**src/hdl/iosc_consts.svh**
```systemverilog
// iosc_consts.svh: offsets, field positions, reset values, select and config codes, divider and multiplier factors
// assumes inclusion by the design files and by the testbench
`ifndef IOSC_CONSTS_SVH
`define IOSC_CONSTS_SVH
`define IOSC_OFF_TUNING       8'h00
`define IOSC_OFF_CONTROL      8'h04
`define IOSC_OFF_CONFIG       8'h08
`define IOSC_OFF_STATUS       8'h0c
`define IOSC_TUN_SRC_BIT      7
`define IOSC_TUN_MUL_BIT      6
`define IOSC_TUN_TRIM_MSB     5
`define IOSC_TRIM_RESET       6'h00
`define IOSC_TRIM_MAX         6'h1f
`define IOSC_TRIM_MIN         6'h20
`define IOSC_FSEL_RESET       3'h3
`define IOSC_FSEL_LOW         3'h0
`define IOSC_FSEL_8M          3'h6
`define IOSC_FSEL_16M         3'h7
`define IOSC_CFG_RESET        4'h9
`define IOSC_CFG_INT_A        4'h8
`define IOSC_CFG_INT_B        4'h9
`define IOSC_CFG_XTAL_MUL     4'h6
`define IOSC_HF_DIV_LOW       512
`define IOSC_MUL_FACTOR       3'h4
`endif

```
**src/hdl/iosc_pkg.sv**
```systemverilog
// iosc_pkg.sv: types shared by the oscillator control block
// assumes iosc_consts.svh for all numeric values
package iosc_pkg;
  typedef struct packed {
    logic [31:0] addr;
    logic        valid;
  } iosc_addr_t;

  typedef struct packed {
    logic [31:0] data;
    logic [3:0]  strb;
    logic        valid;
  } iosc_wdata_t;

  typedef struct packed {
    logic       low_src_hf;
    logic       mul_req;
    logic [5:0] trim;
  } iosc_tuning_t;

  typedef struct packed {
    logic       hf_osc_en;
    logic       lf_osc_en;
    logic       mul_active;
    logic       xtal_mul_active;
    logic       low_clk_from_hf;
    logic [2:0] freq_sel;
    logic [5:0] hf_trim;
  } iosc_osc_ctl_t;

  typedef enum logic [1:0] {
    IOSC_SRC_PRIMARY,
    IOSC_SRC_SECONDARY,
    IOSC_SRC_INTERNAL
  } iosc_src_t;
endpackage

```
**src/hdl/iosc_ctrl.sv**
```systemverilog
// iosc_ctrl.sv: internal oscillator tuning, frequency select and multiplier gating
// assumes an axi4-lite master on aclk and configuration levels from the same domain
//
// Overview of operation
// - trim is a six-bit two's complement field, zero after reset.
// - trim 011111 fastest, 100000 slowest, zero is the calibrated frequency.
// - a trim write starts the shift at once; no completion flag exists.
// - trim never alters the low-frequency oscillator or its dependent timers.
// - source bit 7 set takes 16 MHz divided by 512, clear takes 31 kHz.
// - multiplier bit 6 enables the multiplier only at 8 or 16 MHz.
// - multiplier bit acts only in internal modes at 8/16 MHz, else reads zero.
// - low oscillator on for select 000 with source clear, or timer users.
// - the 31 kHz oscillator clocks power-up timer, watchdog and fail-safe monitor.
// - three-bit select picks one of eight internal frequencies.
// - frequency select resets to 011, the 1 MHz output.
// - an enabled internal multiplier multiplies by four, up to 64 MHz.
// - internal multiplier runs only for config 1000/1001 and select 110/111.
// - crystal multiplier mode multiplies by four, ignoring the software bit.
// - crystal multiplier exists only with configuration code 0110.
// - high oscillator runs for internal clock except select 000 with source bit clear, and for config 1000/1001.
`timescale 1ns/1ns
`default_nettype none
`include "iosc_consts.svh"
module iosc_ctrl
  import iosc_pkg::*;
(
  input  wire logic                  aclk,
  input  wire logic                  aresetn,
  input  wire logic [7:0]            s_axi_awaddr,
  input  wire logic                  s_axi_awvalid,
  output var  logic                  s_axi_awready,
  input  wire logic [31:0]           s_axi_wdata,
  input  wire logic [3:0]            s_axi_wstrb,
  input  wire logic                  s_axi_wvalid,
  output var  logic                  s_axi_wready,
  output var  logic [1:0]            s_axi_bresp,
  output var  logic                  s_axi_bvalid,
  input  wire logic                  s_axi_bready,
  input  wire logic [7:0]            s_axi_araddr,
  input  wire logic                  s_axi_arvalid,
  output var  logic                  s_axi_arready,
  output var  logic [31:0]           s_axi_rdata,
  output var  logic [1:0]            s_axi_rresp,
  output var  logic                  s_axi_rvalid,
  input  wire logic                  s_axi_rready,
  input  wire logic                  power_up_timer,
  input  wire logic                  watchdog_en,
  input  wire logic                  fail_safe_monitor,
  output var  iosc_pkg::iosc_osc_ctl_t osc_ctl,
  output var  logic [2:0]            clk_mult,
  output var  logic [9:0]            postscale_div
);
  import iosc_pkg::*;

  localparam logic [9:0] HF_DIV_LOW = 10'(`IOSC_HF_DIV_LOW);

  logic [7:0]  awaddr_q;
  logic        aw_have_q;
  logic [31:0] wdata_q;
  logic [3:0]  wstrb_q;
  logic        w_have_q;
  logic        bvalid_q;
  logic [1:0]  bresp_q;
  logic        rvalid_q;
  logic [31:0] rdata_q;
  logic [1:0]  rresp_q;

  iosc_tuning_t tuning_q;
  logic [2:0]   fsel_q;
  iosc_src_t    src_q;
  logic [3:0]   cfg_q;

  logic mul_avail;
  logic mul_active;
  logic xtal_mul_active;
  logic lf_osc_en;
  logic hf_osc_en;
  logic wr_fire;

  // divider from 16 MHz for each select code but 000 with source bit clear, which gives 0 for the 31 kHz path
  function automatic logic [9:0] div_of(input logic [2:0] sel, input logic hf_low);
    logic [9:0] d;
    d = 10'h001;
    unique case (sel)
      3'h7: d = 10'h001;
      3'h6: d = 10'h002;
      3'h5: d = 10'h004;
      3'h4: d = 10'h008;
      3'h3: d = 10'h010;
      3'h2: d = 10'h020;
      3'h1: d = 10'h040;
      3'h0: d = hf_low ? HF_DIV_LOW : 10'h000;
    endcase
    return d;
  endfunction

  function automatic logic [7:0] byte_merge(input logic [7:0] old, input logic [31:0] wd,
                                            input logic [3:0] st);
    return st[0] ? wd[7:0] : old;
  endfunction

  function automatic logic [7:0] tuning_read(input iosc_tuning_t t, input logic avail);
    return {t.low_src_hf, t.mul_req & avail, t.trim};
  endfunction

  iosc_gate u_gate (
    .primary_osc_config     (cfg_q),
    .internal_freq_select   (fsel_q),
    .low_freq_source_select (tuning_q.low_src_hf),
    .multiplier_enable      (tuning_q.mul_req),
    .internal_clock_select  (src_q == IOSC_SRC_INTERNAL),
    .power_up_timer         (power_up_timer),
    .watchdog_en            (watchdog_en),
    .fail_safe_monitor      (fail_safe_monitor),
    .mul_avail              (mul_avail),
    .mul_active             (mul_active),
    .xtal_mul_active        (xtal_mul_active),
    .lf_osc_en              (lf_osc_en),
    .hf_osc_en              (hf_osc_en)
  );

  assign s_axi_awready = !aw_have_q && !bvalid_q;
  assign s_axi_wready  = !w_have_q && !bvalid_q;
  assign s_axi_bvalid  = bvalid_q;
  assign s_axi_bresp   = bresp_q;
  assign s_axi_arready = !rvalid_q;
  assign s_axi_rvalid  = rvalid_q;
  assign s_axi_rdata   = rdata_q;
  assign s_axi_rresp   = rresp_q;
  assign wr_fire       = aw_have_q && w_have_q && !bvalid_q;

  // address and data latched separately, so either order works
  always_ff @(posedge aclk) begin
    if (!aresetn) begin
      aw_have_q <= 1'b0;
      awaddr_q  <= 8'h00;
    end else if (s_axi_awvalid && s_axi_awready) begin
      aw_have_q <= 1'b1;
      awaddr_q  <= s_axi_awaddr;
    end else if (wr_fire) begin
      aw_have_q <= 1'b0;
    end
  end

  always_ff @(posedge aclk) begin
    if (!aresetn) begin
      w_have_q <= 1'b0;
      wdata_q  <= 32'h0000_0000;
      wstrb_q  <= 4'h0;
    end else if (s_axi_wvalid && s_axi_wready) begin
      w_have_q <= 1'b1;
      wdata_q  <= s_axi_wdata;
      wstrb_q  <= s_axi_wstrb;
    end else if (wr_fire) begin
      w_have_q <= 1'b0;
    end
  end

  always_ff @(posedge aclk) begin
    if (!aresetn) begin
      bvalid_q <= 1'b0;
      bresp_q  <= 2'b00;
    end else if (wr_fire) begin
      bvalid_q <= 1'b1;
      unique case (awaddr_q[7:2])
        6'(`IOSC_OFF_TUNING >> 2), 6'(`IOSC_OFF_CONTROL >> 2),
        6'(`IOSC_OFF_CONFIG >> 2), 6'(`IOSC_OFF_STATUS >> 2): bresp_q <= 2'b00;
        default: bresp_q <= 2'b10;
      endcase
    end else if (s_axi_bready) begin
      bvalid_q <= 1'b0;
    end
  end

  // trim goes straight to the oscillator; no settle indication by design
  always_ff @(posedge aclk) begin
    if (!aresetn) begin
      tuning_q <= '{low_src_hf: 1'b0, mul_req: 1'b0, trim: `IOSC_TRIM_RESET};
    end else if (wr_fire && awaddr_q == `IOSC_OFF_TUNING && wstrb_q[0]) begin
      tuning_q <= iosc_tuning_t'(byte_merge(8'(tuning_q), wdata_q, wstrb_q));
    end
  end

  always_ff @(posedge aclk) begin
    if (!aresetn) begin
      fsel_q <= `IOSC_FSEL_RESET;
      src_q  <= IOSC_SRC_PRIMARY;
    end else if (wr_fire && awaddr_q == `IOSC_OFF_CONTROL && wstrb_q[0]) begin
      fsel_q <= wdata_q[6:4];
      src_q  <= wdata_q[1] ? IOSC_SRC_INTERNAL :
                (wdata_q[0] ? IOSC_SRC_SECONDARY : IOSC_SRC_PRIMARY);
    end
  end

  // configuration word stands in for the fuse bits
  always_ff @(posedge aclk) begin
    if (!aresetn) begin
      cfg_q <= `IOSC_CFG_RESET;
    end else if (wr_fire && awaddr_q == `IOSC_OFF_CONFIG && wstrb_q[0]) begin
      cfg_q <= wdata_q[3:0];
    end
  end

  always_ff @(posedge aclk) begin
    if (!aresetn) begin
      rvalid_q <= 1'b0;
      rdata_q  <= 32'h0000_0000;
      rresp_q  <= 2'b00;
    end else if (s_axi_arvalid && s_axi_arready) begin
      rvalid_q <= 1'b1;
      rresp_q  <= 2'b00;
      unique case (s_axi_araddr[7:2])
        6'(`IOSC_OFF_TUNING >> 2):  rdata_q <= {24'h0, tuning_read(tuning_q, mul_avail)};
        6'(`IOSC_OFF_CONTROL >> 2): rdata_q <= {25'h0, fsel_q, 2'b00, 2'(src_q)};
        6'(`IOSC_OFF_CONFIG >> 2):  rdata_q <= {28'h0, cfg_q};
        6'(`IOSC_OFF_STATUS >> 2):  rdata_q <= {27'h0, hf_osc_en, lf_osc_en,
                                                mul_avail, mul_active, xtal_mul_active};
        default: begin
          rdata_q <= 32'h0000_0000;
          rresp_q <= 2'b10;
        end
      endcase
    end else if (s_axi_rready) begin
      rvalid_q <= 1'b0;
    end
  end

  // outputs registered so analogue controls never see decode glitches
  always_ff @(posedge aclk) begin
    if (!aresetn) begin
      osc_ctl       <= '0;
      clk_mult      <= 3'h1;
      postscale_div <= 10'h010;
    end else begin
      osc_ctl.hf_osc_en       <= hf_osc_en;
      osc_ctl.lf_osc_en       <= lf_osc_en;
      osc_ctl.mul_active      <= mul_active;
      osc_ctl.xtal_mul_active <= xtal_mul_active;
      osc_ctl.low_clk_from_hf <= (fsel_q == `IOSC_FSEL_LOW) && tuning_q.low_src_hf;
      osc_ctl.freq_sel        <= fsel_q;
      osc_ctl.hf_trim         <= tuning_q.trim;
      clk_mult      <= (mul_active || xtal_mul_active) ? `IOSC_MUL_FACTOR : 3'h1;
      postscale_div <= div_of(fsel_q, tuning_q.low_src_hf);
    end
  end
endmodule
`default_nettype wire

```
**src/hdl/iosc_gate.sv**
```systemverilog
// iosc_gate.sv: combinational enables for the internal oscillators and multiplier
// assumes settings come from registers on the same clock
`timescale 1ns/1ns
`default_nettype none
`include "iosc_consts.svh"
module iosc_gate (
  input  wire logic [3:0] primary_osc_config,
  input  wire logic [2:0] internal_freq_select,
  input  wire logic       low_freq_source_select,
  input  wire logic       multiplier_enable,
  input  wire logic       internal_clock_select,
  input  wire logic       power_up_timer,
  input  wire logic       watchdog_en,
  input  wire logic       fail_safe_monitor,
  output var  logic       mul_avail,
  output var  logic       mul_active,
  output var  logic       xtal_mul_active,
  output var  logic       lf_osc_en,
  output var  logic       hf_osc_en
);
  logic cfg_int;
  logic fsel_fast;

  always_comb begin
    cfg_int = (primary_osc_config == `IOSC_CFG_INT_A) ||
              (primary_osc_config == `IOSC_CFG_INT_B);
    fsel_fast = (internal_freq_select == `IOSC_FSEL_8M) ||
                (internal_freq_select == `IOSC_FSEL_16M);
    mul_avail = cfg_int && fsel_fast;
    mul_active = mul_avail && multiplier_enable;
    xtal_mul_active = (primary_osc_config == `IOSC_CFG_XTAL_MUL);
    // lf path ignores trim entirely so timer timing stays fixed
    lf_osc_en = ((internal_freq_select == `IOSC_FSEL_LOW) && !low_freq_source_select) ||
                power_up_timer || watchdog_en || fail_safe_monitor;
    hf_osc_en = (internal_clock_select && (internal_freq_select != `IOSC_FSEL_LOW)) ||
                (internal_clock_select && (internal_freq_select == `IOSC_FSEL_LOW) &&
                 low_freq_source_select) || cfg_int;
  end
endmodule
`default_nettype wire

```
**config.mk**
```make
export PLATFORM = sky130hd
export DESIGN_NAME = iosc_ctrl
export DESIGN_NICKNAME = d
export VERILOG_FILES = /design/src/hdl/iosc_pkg.sv /design/src/hdl/iosc_ctrl.sv /design/src/hdl/iosc_gate.sv
export VERILOG_INCLUDE_DIRS = /design/src /design/src/hdl
export SDC_FILE = /design/constraint.sdc
export NUM_CORES = 1
export LEC_CHECK = 0
export BUFFER_PORTS_ARGS = -buffer_cell sky130_fd_sc_hd__buf_4
export CORE_AREA = 2 2 95 97
export DETAILED_ROUTE_END_ITERATION = 10
export DIE_AREA = 0 0 97 99
export PLACE_DENSITY_LB_ADDON = 0.05
export SYNTH_ARGS = -nofsm -noshare
export SYNTH_HDL_FRONTEND = slang
export SYNTH_SLANG_ARGS = --single-unit
```
**constraint.sdc**
```tcl
create_clock -name aclk -period 2.15 [get_ports aclk]
set_input_delay 0.43 -clock aclk [delete_from_list [all_inputs] [get_ports aclk]]
set_output_delay 0.43 -clock aclk [all_outputs]
set_load 0.02 [all_outputs]
```
==> results_dict.tcl <==
set metrics [dict create \
    run_status "finished, final reports clean" \
    drc_errors 0 \
    clock_path_buffers 2 \
    clock_sinks 72 \
    clk_pin_slew_worst_paths_ns 0.07 \
    seq_power_share 0.465 \
    ctsResizeCount 0 \
    drt.antenna.violating_nets 0 \
    ys_ff_latch 72 \
    crit_required_ns 2.37 \
    hold_path_class "in2reg" \
    synth_commonest_cells "dfxtp_1 (72), nand2_1 (67), buf_4 (29), a21boi_0 (18), o21ai_0 (15)" \
    rrSetupSlack_ns 0.62 \
    syn_area_um2 2900 \
    core_um2 8551 \
    worstHoldPathCells 2 \
    rr_startpoint "awaddr_q[7]" \
    netlist.area_leader.share 0.4970 \
    die_area_um2 9603 \
    cts_root_buf "clkbuf_8" \
    seqCellArea_um2 1441 \
    cap_viol_max_count 0 \
    dieHeight_um 99 \
    pwr-share-clk 0.445 \
    pwr-share-comb 0.090 \
    rsz0062_at_grt "no" \
    insertion_delay_ns 0.34 \
    path_delay_family "simple AND/OR/NAND/NOR gates" \
    place_congestion 0.6982 \
    clock_skew_ns 0.004909 \
    synth_edf_count 0 \
    worst_pin_slew_ns 0.5089 \
    setup_viol 0 \
    fin_cells 502 \
    crit_chain "nor4_4 > nand4_1 > nand3_1 > o21ai_0" \
    firstDrtPassIters 4 \
    grt_pass1_wl_mm 9.839 \
    avgSynthCellArea_um2 9.035 \
    area_growth_pct 25.97 \
    hold_viol 0 \
    intPower_w 0.002303 \
    ctsHoldBuffers 0 \
    synth_top_cell_by_area "dfxtp_1" \
    p_leak_nw 1.605 \
    p_switching_w 0.0006906 \
    nets 451 \
    n_fill_cell 867 \
    num_vias 2182 \
    holdCritStartpoint "s_axi_arvalid" \
    multi_input_area_um2 1256 \
    track_usage 0.1270 \
    drt_iter0_markers 67 \
    synth_cell_types 42 \
    slowest_stage "nor4_4" \
    worstPathBufferInverterCount 0 \
    critPathMaxStageDelay_ns 0.49 \
    fmax_mhz 654.8 \
    hold-path-endpoint "s_axi_rvalid" \
    crit_arrival_ns 1.75 \
    dp_hpwl_mm 4.444 \
    cp-end-kind "flop" \
    dpl.cell_count 486 \
    synthCells 321 \
    p_per_area_nw_per_um2 819.4 \
    async_reset_ff_frac 0 \
    period_needed_ns 1.527 \
    p_sw_frac 0.2307 \
    diodes 0 \
    fp.dieW_um 97 \
    first_global_vias 2006 \
    crit_type "reg2reg" \
    totalWireLength_mm 6.031 \
    synth_flop_cell "dfxtp_1" \
    startpoint_type "flop" \
    rows 34 \
    cts_tree "yes" \
    reg2regPathDepth 4 \
    yosys_warnings 0 \
    viasPerCell 4.347 \
    numCtsBuffers 9 \
    ir_worst_vdd_mv 0.2679 \
    h-tree-depth 3 \
    hold_slack_ns 0.3151 \
    final-max-slew-violation-count 0 \
    crit_fanout 6 \
    grt_max_degree 38 \
    yosysMostFrequentCell "dfxtp_1" \
    setup_tns_ns 0 \
    yosysSeqAreaShare 0.4970 \
    portBuffers 71 \
    pin_count 130 \
    maxSlewHeadroom 0.6576 \
    drive_gt1_frac 0.2487 \
    antenna_found_initial 0 \
    wire_per_inst_um 12.01 \
    worstReg2RegEnd "src_q[0]" \
    initial_core_util 0.3392 \
    grt-ovfl-total 0 \
    ys_top_cells_by_area "dfxtp_1 (50%), nand2_1 (8.7%), buf_4 (7.5%)" \
    post_cts_buffers 0 \
    fin_crit_sh 0.7104 \
]
## power by group through the flow
stage / registers (W) / logic (W) / clock network, W
after CTS: 0.00139 / 0.000274 / 0.00137
after global routing: 0.00140 / 0.000301 / 0.00144
final: 0.00139 / 0.000270 / 0.00133
after detailed placement: 0.00142 / 0.000274 / 0
after global placement: 0.00142 / 0.000272 / 0
after floorplan: 0.00143 / 0.000208 / 0
## how the worst max path moves through the flow
stage,slack (ns),from,endpoint,depth (start not counted)
after global placement,0.48,s_axi_araddr[5],s_axi_rdata[7],5
final,0.62,awaddr_q[7],src_q[0],4
after global routing,0.47,fsel_q[0],s_axi_rdata[4],4
after detailed placement,0.46,s_axi_araddr[5],s_axi_rdata[7],5
after floorplan,0.73,s_axi_bvalid,awaddr_q[0],5
after CTS,0.61,fsel_q[0],s_axi_rdata[3],4
## flip-flops by register name (all words and copies together), names as in the netlist
name           count
osc_ctl           14
w_have_q           1
postscale_div      8
s_axi_rdata        8
tuning_q           8
clk_mult           2
s_axi_rresp        1
aw_have_q          1
awaddr_q           8
wstrb_q            1
s_axi_bvalid       1
fsel_q             3
s_axi_bresp        1
s_axi_rvalid       1
cfg_q              4
wdata_q            8
src_q              2
## per-layer routing
metal	global-route usage	vias up	part of all wire
li1	-	1147	-
met1	0.1738	964	0.50
met2	0.1891	65	0.43
met3	0.04184	6	0.059
met4	0.04225	0	0.012
met5	0	-	0
## kinds of logic after synthesis
logic type,synth area share
compound gates,0.1329
buf+inv,0.1061
flops,0.4970
mux,0.03149
other cells,0.001293
simple gates,0.2312
## per-stage QoR
step	util	total power (W)	area [um2]	worst slack [ns]
global route	0.4273	0.003141	3654	0.4723
CTS	0.4273	0.003037	3654	0.6059
finish	0.4273	0.002994	3654	0.6227
global placement	0.3976	0.001695	3400	0.4813
detailed placement	0.3976	0.001698	3400	0.4588
floorplan	-	0.001638	3005	0.7347
## cells in the final DEF, fill, tap and decap left out, drive strengths merged, types with 3 or more instances in the layout
master  instances
a21boi         18
a21oi           5
and2           13
buf            73
bufinv          3
clkbuf         11
conb           29
dfxtp          72
inv             5
mux2i           8
nand2          67
nand2b          4
nand3           8
nand4           5
nor2           14
nor2b           7
nor4            3
nor4b           3
o21ai          21
## area by class of cell
class                           instances  area share
Multi-Input combinational cell        228      0.3438
Clock inverter                          5     0.02808
Inverter                                5    0.005137
Timing Repair Buffer                   73      0.1500
Sequential cell                        72      0.3945
Clock buffer                           11     0.04144
Tap cell                              108     0.03699
Note: power is estimated with default switching activity, not from simulation.
